--- config.mk ---
export PLATFORM = sky130hd
export DESIGN_NAME = dma_queue_interrupt_csr
export DESIGN_NICKNAME = d
export VERILOG_FILES = /design/src/include/dma_queue_pkg.sv /design/src/hw/event_flag_cell.sv /design/src/hw/dma_queue_interrupt_csr.sv
export VERILOG_INCLUDE_DIRS = /design/src /design/src/include
export SDC_FILE = /design/constraint.sdc
export NUM_CORES = 1
export LEC_CHECK = 0
export ABC_AREA = 1
export BUFFER_PORTS_ARGS = -buffer_cell sky130_fd_sc_hd__buf_2
export CORE_UTILIZATION = 62
export DETAILED_ROUTE_END_ITERATION = 7
export GPL_TIMING_DRIVEN = 0
export PLACE_DENSITY = 0.87
export SYNTH_ARGS = -nofsm -noshare
export SYNTH_HDL_FRONTEND = slang
export SYNTH_HIERARCHICAL = 1
export SYNTH_SLANG_ARGS = --single-unit
export TNS_END_PERCENT = 5
--- constraint.sdc ---
create_clock -name clk_sys -period 5.9 [get_ports clk_sys]
set_clock_uncertainty 0.1 [all_clocks]
set_input_delay 0.295 -clock clk_sys [delete_from_list [all_inputs] [get_ports clk_sys]]
set_output_delay 0.295 -clock clk_sys [all_outputs]
set_load 0.02 [all_outputs]
--- src/include/dma_queue_consts.svh ---
// Register offsets, field positions and reset values of the DMA queue event block.
`ifndef DMA_QUEUE_CONSTS_SVH
`define DMA_QUEUE_CONSTS_SVH

// Register byte offsets inside the soft register window.
`define DQ_OFS_QSIZE      8'h14
`define DQ_OFS_DESC_PTR   8'h18
`define DQ_OFS_STAT_PTR   8'h1C
`define DQ_OFS_SEVERITY   8'h20
`define DQ_OFS_ENABLE     8'h24
`define DQ_OFS_MASK       8'h28
`define DQ_OFS_STATUS     8'h2C
`define DQ_OFS_FUNCS      8'h40
`define DQ_OFS_BURST      8'h44

// Event bit positions, shared by severity, enable, mask and status.
`define DQ_EV_DESC_UPD    0
`define DQ_EV_DESC_EMPTY  1
`define DQ_EV_DESC_FULL   2
`define DQ_EV_STAT_UPD    4
`define DQ_EV_STAT_EMPTY  5
`define DQ_EV_STAT_FULL   6
`define DQ_EV_W           7
`define DQ_EV_VALID       7'h77

// Field positions inside the queue size and pointer registers.
`define DQ_LO_PTR_LSB     0
`define DQ_HI_PTR_LSB     16
`define DQ_PTR_W          8
`define DQ_SIZE_W         9
`define DQ_FUNCS_W        3
`define DQ_BURST_W        7

// Reset values.
`define DQ_RST_EVENTS     7'h00
`define DQ_RST_PTR        8'h00
`define DQ_RST_BURST      7'h08
`define DQ_DEF_QSIZE      9'h020
`define DQ_DEF_FUNCS      3'h1

// Burst length of the lowest one-hot setting, in beats.
`define DQ_BURST_BASE     16'h0004
`define DQ_BEATS_W        16

`endif

--- src/include/dma_queue_pkg.sv ---
// Types shared by the DMA queue event block, its DMA master model and its bench.
package dma_queue_pkg;

  typedef logic [6:0] evt_t;

  // One burst command handed to the bus master side.
  typedef struct packed {
    logic [15:0] beats;
    logic        last;
  } burst_cmd_s;

  // Queue pointer snapshot shown to the user side.
  typedef struct packed {
    logic [7:0] desc_rptr;
    logic [7:0] desc_wptr;
    logic [7:0] stat_rptr;
    logic [7:0] stat_wptr;
  } queue_ptrs_s;

  typedef enum logic [0:0] {
    SPLIT_IDLE = 1'b0,
    SPLIT_BUSY = 1'b1
  } split_state_e;

endpackage : dma_queue_pkg

--- src/hw/event_flag_cell.sv ---
// Sticky event flags with enable gating and write-one-to-clear.
`timescale 1ns/1ns
module event_flag_cell #(
  parameter int WIDTH = 7
) (
  // Clock and reset
  input  wire logic             clk_sys,
  input  wire logic             rst,
  // Event side
  input  wire logic [WIDTH-1:0] set_evt,
  input  wire logic [WIDTH-1:0] enable,
  input  wire logic [WIDTH-1:0] clear,
  // Flags
  output logic      [WIDTH-1:0] flag_r
);

  // A disabled flag is held at zero; otherwise a set beats a clear in the same cycle.
  always_ff @(posedge clk_sys) begin
    if (rst) begin
      flag_r <= '0;
    end else begin
      flag_r <= enable & (set_evt | (flag_r & ~clear));
    end
  end

endmodule : event_flag_cell

--- src/hw/dma_queue_interrupt_csr.sv ---
// DMA queue pointers, queue event flags, interrupt outputs and burst splitting.
//
// Notes on behaviour
// - After posting a status entry the status write pointer advances, wrapping at size-1.
// - Severity bits 6,5,4,2,1,0 classify each event: 0 normal, 1 critical.
// - Normal interrupt rises when any enabled unmasked normal event is set.
// - Critical interrupt rises when any enabled unmasked critical event is set.
// - A cleared enable bit holds that event's status at zero.
// - A set mask bit keeps the event off both interrupts but still recorded.
// - Status bit 6 flags status queue full; write 1 clears.
// - Status bit 5 flags status queue empty; write 1 clears.
// - Status bit 4 flags a status write pointer change; write 1 clears.
// - Status bit 2 flags descriptor queue full; bit 3 and 31:7 read zero.
// - Status bit 1 flags descriptor queue empty; write 1 clears.
// - Status bit 0 flags a descriptor read pointer change; write 1 clears.
// - Three-bit function count field, reset from a build parameter.
// - One-hot burst limit, 01h is 4 beats up to 40h is 256, resets 08h.
// - Requests beyond the burst limit go out as several limited transactions.
// - Empty when pointers match, full when write pointer is one behind read.
`timescale 1ns/1ns
`include "dma_queue_consts.svh"
module dma_queue_interrupt_csr #(
  parameter logic [8:0] DESC_QUEUE_SIZE = `DQ_DEF_QSIZE,
  parameter logic [8:0] STAT_QUEUE_SIZE = `DQ_DEF_QSIZE,
  parameter logic [2:0] NUM_FUNCTIONS   = `DQ_DEF_FUNCS
) (
  // Clock and reset
  input  wire logic                      clk_sys,
  input  wire logic                      rst,
  // APB register slave
  input  wire logic                      psel,
  input  wire logic                      penable,
  input  wire logic                      pwrite,
  input  wire logic [7:0]                paddr,
  input  wire logic [31:0]               pwdata,
  output logic      [31:0]               prdata,
  output logic                           pready,
  output logic                           pslverr,
  // DMA engine events
  input  wire logic                      desc_fetch,
  input  wire logic                      stat_post,
  // Interrupts
  output logic                           int_normal,
  output logic                           int_critical,
  // Queue state
  output dma_queue_pkg::queue_ptrs_s     queue_ptrs,
  output logic [2:0]                     func_count,
  // Transfer request in, burst commands out
  input  wire logic                      req_valid,
  input  wire logic [15:0]               req_beats,
  output logic                           req_ready,
  output logic                           burst_valid,
  output dma_queue_pkg::burst_cmd_s      burst_cmd,
  input  wire logic                      burst_ready
);

  // Register state.
  dma_queue_pkg::evt_t           sev_r;
  dma_queue_pkg::evt_t           en_r;
  dma_queue_pkg::evt_t           mask_r;
  dma_queue_pkg::evt_t           status_r;
  logic [`DQ_SIZE_W-1:0]         descq_size_r;
  logic [`DQ_SIZE_W-1:0]         statq_size_r;
  logic [`DQ_PTR_W-1:0]          desc_rptr_r;
  logic [`DQ_PTR_W-1:0]          desc_wptr_r;
  logic [`DQ_PTR_W-1:0]          stat_rptr_r;
  logic [`DQ_PTR_W-1:0]          stat_wptr_r;
  logic [`DQ_FUNCS_W-1:0]        funcs_r;
  logic [`DQ_BURST_W-1:0]        burst_lim_r;
  logic                          int_normal_r;
  logic                          int_critical_r;

  // Bus decode.
  logic                          wr_en;
  logic                          rd_en;
  logic                          addr_hit;
  logic [31:0]                   rd_data;

  // Queue conditions and events.
  logic                          desc_empty;
  logic                          desc_full;
  logic                          stat_empty;
  logic                          stat_full;
  dma_queue_pkg::evt_t           ev_set;
  dma_queue_pkg::evt_t           ev_clr;

  // Burst splitter.
  dma_queue_pkg::split_state_e   split_r;
  logic [`DQ_BEATS_W-1:0]        remain_r;
  logic [`DQ_BEATS_W-1:0]        max_beats;
  logic [`DQ_BEATS_W-1:0]        remain_nxt;

  // Advance a pointer, wrapping to zero once it equals size minus one.
  function automatic logic [7:0] ptr_step(input logic [7:0] ptr, input logic [8:0] size);
    logic [8:0] last;
    last = size - 9'h001;
    if ({1'b0, ptr} == last) begin
      ptr_step = 8'h00;
    end else begin
      ptr_step = ptr + 8'h01;
    end
  endfunction : ptr_step

  // The APB slave answers every access in its access phase with no wait states.
  assign wr_en   = psel & penable & pwrite;
  assign rd_en   = psel & penable & ~pwrite;
  assign pready  = 1'b1;
  assign pslverr = psel & penable & ~addr_hit;

  // Read multiplexer; reserved bits, and an unmapped address, read as zero.
  always_comb begin
    addr_hit = 1'b1;
    rd_data  = 32'h0000_0000;
    case (paddr)
      `DQ_OFS_QSIZE: begin
        rd_data[`DQ_HI_PTR_LSB +: `DQ_SIZE_W] = statq_size_r;
        rd_data[`DQ_LO_PTR_LSB +: `DQ_SIZE_W] = descq_size_r;
      end
      `DQ_OFS_DESC_PTR: begin
        rd_data[`DQ_HI_PTR_LSB +: `DQ_PTR_W] = desc_rptr_r;
        rd_data[`DQ_LO_PTR_LSB +: `DQ_PTR_W] = desc_wptr_r;
      end
      `DQ_OFS_STAT_PTR: begin
        rd_data[`DQ_HI_PTR_LSB +: `DQ_PTR_W] = stat_wptr_r;
        rd_data[`DQ_LO_PTR_LSB +: `DQ_PTR_W] = stat_rptr_r;
      end
      `DQ_OFS_SEVERITY: rd_data[`DQ_EV_W-1:0] = sev_r;
      `DQ_OFS_ENABLE:   rd_data[`DQ_EV_W-1:0] = en_r;
      `DQ_OFS_MASK:     rd_data[`DQ_EV_W-1:0] = mask_r;
      `DQ_OFS_STATUS:   rd_data[`DQ_EV_W-1:0] = status_r;
      `DQ_OFS_FUNCS:    rd_data[`DQ_FUNCS_W-1:0] = funcs_r;
      `DQ_OFS_BURST:    rd_data[`DQ_BURST_W-1:0] = burst_lim_r;
      default:          addr_hit = 1'b0;
    endcase
  end

  // Read data is registered so it stands steady through the next setup phase.
  always_ff @(posedge clk_sys) begin
    if (rst) begin
      prdata <= 32'h0000_0000;
    end else if (rd_en) begin
      prdata <= rd_data;
    end
  end

  // Event classification, enable and mask registers; bit 3 is not stored.
  always_ff @(posedge clk_sys) begin
    if (rst) begin
      sev_r  <= `DQ_RST_EVENTS;
      en_r   <= `DQ_RST_EVENTS;
      mask_r <= `DQ_RST_EVENTS;
    end else if (wr_en) begin
      if (paddr == `DQ_OFS_SEVERITY) begin
        sev_r <= pwdata[`DQ_EV_W-1:0] & `DQ_EV_VALID;
      end
      if (paddr == `DQ_OFS_ENABLE) begin
        en_r <= pwdata[`DQ_EV_W-1:0] & `DQ_EV_VALID;
      end
      if (paddr == `DQ_OFS_MASK) begin
        mask_r <= pwdata[`DQ_EV_W-1:0] & `DQ_EV_VALID;
      end
    end
  end

  // Function count and burst limit; the count comes out of reset at its build value, the limit at 08h.
  always_ff @(posedge clk_sys) begin
    if (rst) begin
      funcs_r     <= NUM_FUNCTIONS;
      burst_lim_r <= `DQ_RST_BURST;
    end else if (wr_en) begin
      if (paddr == `DQ_OFS_FUNCS) begin
        funcs_r <= pwdata[`DQ_FUNCS_W-1:0];
      end
      if (paddr == `DQ_OFS_BURST) begin
        burst_lim_r <= pwdata[`DQ_BURST_W-1:0];
      end
    end
  end

  // The build count is a constant, so the register itself carries it out of reset.
  assign func_count = funcs_r;

  // Queue sizes come out of reset at their build values, so the wrap point is right from the first post.
  always_ff @(posedge clk_sys) begin
    if (rst) begin
      descq_size_r <= DESC_QUEUE_SIZE;
      statq_size_r <= STAT_QUEUE_SIZE;
    end else if (wr_en && paddr == `DQ_OFS_QSIZE) begin
      statq_size_r <= pwdata[`DQ_HI_PTR_LSB +: `DQ_SIZE_W];
      descq_size_r <= pwdata[`DQ_LO_PTR_LSB +: `DQ_SIZE_W];
    end
  end

  // Pointers the DMA master owns are written by software only.
  always_ff @(posedge clk_sys) begin
    if (rst) begin
      desc_wptr_r <= `DQ_RST_PTR;
      stat_rptr_r <= `DQ_RST_PTR;
    end else if (wr_en) begin
      if (paddr == `DQ_OFS_DESC_PTR) begin
        desc_wptr_r <= pwdata[`DQ_LO_PTR_LSB +: `DQ_PTR_W];
      end
      if (paddr == `DQ_OFS_STAT_PTR) begin
        stat_rptr_r <= pwdata[`DQ_LO_PTR_LSB +: `DQ_PTR_W];
      end
    end
  end

  // Pointers the core owns advance on its fetch and post strobes.
  always_ff @(posedge clk_sys) begin
    if (rst) begin
      desc_rptr_r <= `DQ_RST_PTR;
      stat_wptr_r <= `DQ_RST_PTR;
    end else begin
      if (desc_fetch) begin
        desc_rptr_r <= ptr_step(desc_rptr_r, descq_size_r);
      end
      if (stat_post) begin
        stat_wptr_r <= ptr_step(stat_wptr_r, statq_size_r);
      end
    end
  end

  // Queue fill levels; one slot stays unused so full and empty differ.
  assign desc_empty = desc_rptr_r == desc_wptr_r;
  assign desc_full  = ptr_step(desc_wptr_r, descq_size_r) == desc_rptr_r;
  assign stat_empty = stat_rptr_r == stat_wptr_r;
  assign stat_full  = ptr_step(stat_wptr_r, statq_size_r) == stat_rptr_r;

  // Event sources and write-one-to-clear strobes for the status flags.
  always_comb begin
    ev_set = '0;
    ev_set[`DQ_EV_STAT_FULL]  = stat_full;
    ev_set[`DQ_EV_STAT_EMPTY] = stat_empty;
    ev_set[`DQ_EV_STAT_UPD]   = stat_post;
    ev_set[`DQ_EV_DESC_FULL]  = desc_full;
    ev_set[`DQ_EV_DESC_EMPTY] = desc_empty;
    ev_set[`DQ_EV_DESC_UPD]   = desc_fetch;
    ev_clr = '0;
    if (wr_en && paddr == `DQ_OFS_STATUS) begin
      ev_clr = pwdata[`DQ_EV_W-1:0];
    end
  end

  // Sticky flags; the unused bit 3 has no enable and so stays zero.
  event_flag_cell #(
    .WIDTH   (`DQ_EV_W)
  ) u_flags (
    .clk_sys (clk_sys),
    .rst     (rst),
    .set_evt (ev_set),
    .enable  (en_r),
    .clear   (ev_clr),
    .flag_r  (status_r)
  );

  // Interrupt lines; a masked flag still shows in status but reaches neither line.
  always_ff @(posedge clk_sys) begin
    if (rst) begin
      int_normal_r   <= 1'b0;
      int_critical_r <= 1'b0;
    end else begin
      int_normal_r   <= |(status_r & en_r & ~mask_r & ~sev_r);
      int_critical_r <= |(status_r & en_r & ~mask_r & sev_r);
    end
  end
  assign int_normal   = int_normal_r;
  assign int_critical = int_critical_r;

  assign queue_ptrs = '{desc_rptr: desc_rptr_r, desc_wptr: desc_wptr_r,
                        stat_rptr: stat_rptr_r, stat_wptr: stat_wptr_r};

  // Beat limit from the one-hot setting; the highest set bit wins, none means 4 beats.
  always_comb begin
    max_beats = `DQ_BURST_BASE;
    for (int i = 0; i < `DQ_BURST_W; i++) begin
      if (burst_lim_r[i]) begin
        max_beats = `DQ_BURST_BASE << i;
      end
    end
  end

  // Remaining beats once the current command is taken.
  assign remain_nxt = remain_r - burst_cmd.beats;

  // Split one request into commands no longer than the limit; the limit is sampled per command.
  always_ff @(posedge clk_sys) begin
    if (rst) begin
      split_r   <= dma_queue_pkg::SPLIT_IDLE;
      remain_r  <= '0;
      burst_cmd <= '0;
    end else begin
      case (split_r)
        dma_queue_pkg::SPLIT_IDLE: begin
          if (req_valid && req_beats != '0) begin
            split_r         <= dma_queue_pkg::SPLIT_BUSY;
            remain_r        <= req_beats;
            burst_cmd.beats <= (req_beats > max_beats) ? max_beats : req_beats;
            burst_cmd.last  <= req_beats <= max_beats;
          end
        end
        dma_queue_pkg::SPLIT_BUSY: begin
          if (burst_ready) begin
            remain_r <= remain_nxt;
            if (burst_cmd.last) begin
              split_r <= dma_queue_pkg::SPLIT_IDLE;
            end else begin
              burst_cmd.beats <= (remain_nxt > max_beats) ? max_beats : remain_nxt;
              burst_cmd.last  <= remain_nxt <= max_beats;
            end
          end
        end
        default: split_r <= dma_queue_pkg::SPLIT_IDLE;
      endcase
    end
  end
  assign req_ready   = split_r == dma_queue_pkg::SPLIT_IDLE;
  assign burst_valid = split_r == dma_queue_pkg::SPLIT_BUSY;
endmodule : dma_queue_interrupt_csr

* After elaboration in Yosys (flattened, before gate mapping)
Cells that the tools add are included.
** Operators by class
- Add/subtract/negate cells :: 6
- Mux-type cells :: 30
- Bitwise operators :: 17
- Eq/ne operators :: 19
- $lt $le $gt $ge :: 4
- Reduce and logical (&&, ||, !) cells :: 16
** Operator list (number)
- 2-to-1 mux 16 bit :: 9
- 2-to-1 mux 17 bit :: 3
- bitwise AND 7 bit :: 6
- case mux 17 bit (2 select lines) :: 1
- == test 8 x 6 -> 1 bit, second input constant :: 4
- == test 8 bit :: 4
- greater-than comparator 16 bit :: 2
- less-or-equal comparator 16 bit :: 2
- case mux 16 bit (2 select lines) :: 1
- case mux 4 bit (8 select lines) :: 1
- == test 8 x 9 -> 1 bit :: 3
- case mux 3 bit (9 select lines) :: 1
- adder 8 x 1 -> 8 bit, second input constant :: 3
- == test 8 x 5 -> 1 bit, second input constant :: 3
- 2-to-1 mux 8 bit :: 3
- case mux 8 bit (3 select lines) :: 1
- NOT 7 bit :: 3
- subtractor 9 x 1 -> 9 bit, second input constant :: 2
- == test 8 x 7 -> 1 bit, second input constant :: 2
- AND reduction 2 bit :: 8
- nonzero test 16 bit :: 1
- subtractor 16 bit :: 1
- OR reduction 7 bit :: 2
- OR reduction 9 bit :: 1
- other kinds (12) :: 25
** Word-level totals
- Input bits :: 65
- Flip-flop bits (word level) :: 139
- Output and inout bits :: 90

* Longest topological paths before layout
- Depth after elaboration :: 11
- Gate-level depth with buffers :: 24

* Modules after synthesis
The synthesis kept the hierarchy.
** By module, submodules not included
- dma_queue_interrupt_csr :: cells each 1330, area each 8777.2 um2, times used 1
- event_flag_cell :: cells each 43, area each 310.3 um2, times used 1

* Worst setup path before layout
Ideal clock, no wire load.
- Kind :: flip-flop to flip-flop
- Start :: reg burst_cmd[1] (netlist name)
- End :: reg burst_cmd[3] (netlist name)
- Data required time :: 5691 ps
- Data arrival time :: 2659 ps
- Path buffers :: 0
- Cell stages (with the launch flop) :: 22
- Period minus slack after synthesis :: 2868 ps
- Slack :: 3032 ps
- Library setup time :: 109 ps
- Cells stage by stage :: dfxtp_1 -> ha_1 -> inv_1 -> fa_1 -> nand2_1 -> nand3_1 -> xor2_1 -> ha_1 -> nand2_1 -> nor2_1 -> nand2_1 -> nand3_1 -> nand2_1 -> nand2_1 -> nand2_1 -> nand2_1 -> nor2_2 -> nand3_4 -> nand3_1 -> nand3_1 -> nand2_1 -> inv_1
** On the way
- Cells in the longest elaborated chain, start to end :: 6
** RTL lines
- start: declaration :: RTL line dma_queue_interrupt_csr.sv:53 : output dma_queue_pkg::burst_cmd_s burst_cmd,
- subtractor 16 bit * :: RTL line dma_queue_interrupt_csr.sv:284 : assign remain_nxt = remain_r - burst_cmd.beats;
- greater-than comparator 16 bit :: RTL line dma_queue_interrupt_csr.sv:308 : burst_cmd.beats <= (remain_nxt > max_beats) ? max_beats : remain_nxt;
- 2-to-1 mux 16 bit * :: RTL line dma_queue_interrupt_csr.sv:308
- 2-to-1 mux 17 bit * :: RTL line dma_queue_interrupt_csr.sv:305 : if (burst_cmd.last) begin
- 2-to-1 mux 17 bit * :: RTL line dma_queue_interrupt_csr.sv:303 : if (burst_ready) begin
- case mux 17 bit (2 select lines) * :: RTL line dma_queue_interrupt_csr.sv:293 : case (split_r)
Mark *: on every way between the ends. The rest lies on a longest branch, timed or not. The select of a mux whose other input is x is not followed.
A chain may end at the register's enable or synchronous reset.

* Final worst setup path
- Start :: reg burst_cmd[1] (netlist name)
- End :: reg burst_cmd[9] (netlist name)
Same word-level chain as after synthesis.

==> flow_summary.json <==
{
  "outcome": "completed",
  "syn_inst": 1373,
  "relSlewSlack": 0.493,
  "p_leak_nw": 5.07,
  "cp.arrival_ps": 3840,
  "yosys_warnings": 6,
  "cp_top_family": "simple AND/OR/NAND/NOR gates",
  "synth-edff-count": 0,
  "ys.flop_type": "dfxtp_1",
  "cts_max_level": 4,
  "grt_pass1_wl_mm": 47.4,
  "drc": 0,
  "syn2layout_area_growth_pct": 16.9,
  "firstDrtPassIters": 7,
  "min_period_ps": 3610,
  "critPathMostFrequentCell": "nand2_1",
  "synth_top_area_share": 0.306,
  "grtUsageTotal": 0.416,
  "maxCapViolCount": 0,
  "design_area_um2": 10600,
  "placed_area_um2": 9990,
  "core_area_um2": 14100,
  "ios": 155,
  "ys_ff_latch": 139,
  "overflow": 0,
  "finalHoldViolCount": 0,
  "cts_resized": 0,
  "hold_start": "pwdata[21]",
  "worst_slew_pin_slew_ps": 758,
  "layout_common_cells": "292 x nand2_1, 204 x inv_1, 142 x a21oi_1, 139 x buf_2, 139 x dfxtp_1",
  "synth_top_family_by_area": "simple AND/OR/NAND/NOR gates",
  "setup_viol": 0,
  "drv_slew": 0,
  "antenna_found_initial": 0,
  "clk_latency_ps": 430,
  "synthSimpleGateAreaFrac": 0.279,
  "hp-class": "input port to flop",
  "numCtsBuffers": 17,
  "crit_chain": "ha_1 > inv_1 > fa_1 > nand2_1 > nand3_1 > xor2_1 > ha_1 > nand2_1 > nor2_1 > nand2_1 > nand3_1 > nand2_1 > nand2_1 > nand2_1 > nand2_1 > nor2_2 > nand3_4 > nand3_1 > nand3_1 > nand2_1 > inv_1",
  "cts_sinks": 139,
  "rsz0062_at_grt": "no",
  "synth_adder_area_share": 0.0490,
  "hpwl_mm": 23.6,
  "die-area_um2": 15100,
  "n_antenna_cell": 0,
  "cp-end-kind": "flop",
  "tritoncts": "yes",
  "n_fill_cell": 1159,
  "power.density_nw_per_um2": 265,
  "path_max_fanout": 9,
  "synth_mux_area_frac": 0,
  "fin_setup_tns_ps": 0,
  "fin_crit_sh": 0.612,
  "cts_root_buf": "clkbuf_16",
  "grt_pass1_vias": 9030,
  "cp_slowest_cell": "fa_1",
  "synth.avg_cell_area_um2": 6.62,
  "vias": 10200,
  "hold_path_depth": 3,
  "r2r_cells": 21,
  "viasPerCell": 5.91,
  "rr_endpoint": "burst_cmd[9]",
  "die_h_um": 123,
  "rr_startpoint": "burst_cmd[1]",
  "grt_max_degree": 17,
  "clock.fmax_ghz": 0.277,
  "clkTransAtPathRegs_ps": 60,
  "portBuffers": 125,
  "ys_types": 53,
  "worstSetupStartpointType": "flop",
  "cts-hold-fix-buffers": 0,
  "fp-row-count": 43,
  "worst_ir_drop_vdd_mv": 0.236,
  "fin_nets": 1632,
  "critPathBufInv": 2,
  "min_to": "statq_size_r[5]",
  "cp.required_ps": 6130,
  "place.gp.congestion": 1.05,
  "start_util": 0.645,
  "slowest_delay_ps": 460,
  "synth_compound_area_frac": 0.190,
  "yosys.area_share.xor_xnor": 0.0509,
  "fin_util": 0.754,
  "synth_largest_area_cell": "dfxtp_1",
  "mostFrequentLayoutCell": "nand2_1",
  "criticalPathCategory": "flop to flop",
  "wl_per_cell_um": 17.9,
  "drt-initial-drc-count": 1314,
  "drive_above_1_share": 0.162,
  "ys_seq_area_frac": 0.306,
  "ys_async_sr_fraction": 0,
  "clockBufferDepth": 2,
  "die_w_um": 123,
  "netlist_top_cells_area": "dfxtp_1 31%, nand2_1 12%, inv_1 8.4%, a21oi_1 7.8%, o21ai_0 6.5%",
  "ant_nets": 0,
  "syn_area_um2": 9090,
  "post-cts-setup-buffers": 0,
  "routed_wl_mm": 31.0,
  "reg2reg_slack_ps": 2290
}
layout make-up:
type,instances,area (um2),area share
clock buffer,18,439,0.0413
clock inverter,14,193,0.0181
buffer,58,310,0.0292
sequential,139,2780,0.262
multi-input combinational,973,5230,0.492
inverter,218,818,0.0770
timing repair buffer,125,626,0.0589
tap,180,225,0.0212
how the worst max path moves through the flow:
stage            startpoint           end  slack [ps]  cells past startpoint
3_5_place_dp   burst_cmd[3]  burst_cmd[9]        2410                     24
5_1_grt        burst_cmd[3]  burst_cmd[9]        2050                     24
6_report       burst_cmd[1]  burst_cmd[9]        2290                     21
2_1_floorplan  burst_cmd[1]  burst_cmd[3]        3030                     21
4_1_cts        burst_cmd[3]  burst_cmd[9]        2380                     24
3_3_place_gp   burst_cmd[3]  burst_cmd[9]        2410                     24
per-layer routing:
| layer | routed length, um | track usage |
|---|---|---|
| met5 | 0 | 0 |
| met4 | 718 | 0.127 |
| met3 | 3760 | 0.0946 |
| met2 | 13000 | 0.605 |
| met1 | 13500 | 0.604 |
sequential cells by signal (all words and copies together) (netlist names), 8 cells and up:
register      cells
stat_wptr_r       8
descq_size_r      9
prdata           18
desc_rptr_r       8
stat_rptr_r       8
burst_cmd        17
desc_wptr_r       8
remain_r         16
statq_size_r      9
cell families (layout without fill, tap and decap cells):
| group | Yosys count | count (layout) |
|---|---|---|
| AND/OR/NAND/NOR | 552 | 552 |
| buffers and inverters | 276 | 433 |
| other | 2 | 17 |
| XOR/XNOR | 52 | 52 |
| adder cells (fa/ha/maj) | 35 | 35 |
| AO/OA/AOI/OAI | 317 | 317 |
| flip-flops | 139 | 139 |
power breakdown:
part | internal [mW] | switching [mW] | leakage (nW)
logic | 0.208 | 0.454 | 3.64
clock network | 0.721 | 0.443 | 0.303
registers | 0.965 | 0.0286 | 1.13
metrics by stage:
stage                     power [mW]  std cells  hold slack [ps]  setup WS (ps)
after floorplan                 1.45       1388              321           3030
after global placement          1.64       1693              345           2410
after detailed placement        1.64       1693              357           2410
after CTS                       2.79       1725             35.0           2380
after global routing            2.92       1725             68.9           2050
final                           2.82       1725             42.2           2290
synthesized netlist by cell type, types with 4 or more instances:
master	count
nand2_2	7
buf_2	14
nor2_1	69
nor3_2	4
a21oi_2	8
ha_1	34
a21oi_1	142
inv_1	204
o221ai_1	6
nor4_1	10
nor3_1	18
nand4_1	31
xnor2_1	14
dfxtp_1	139
buf_4	16
o211ai_1	5
inv_2	13
o22ai_1	16
clkbuf_1	24
o21ai_0	118
nand2_1	292
xor2_1	37
nand3_2	6
nor2_2	11
a31oi_1	9
nand3_1	80
worst reg2reg max path, delay by kind of cell, from the launching register on:
kind	cells	cell delay, ps
simple gates	15	1500
fa+ha+maj	3	960
xor+xnor	1	450
flops	1	390
buf+inv	2	130
Power figures use the tool's default switching activity.
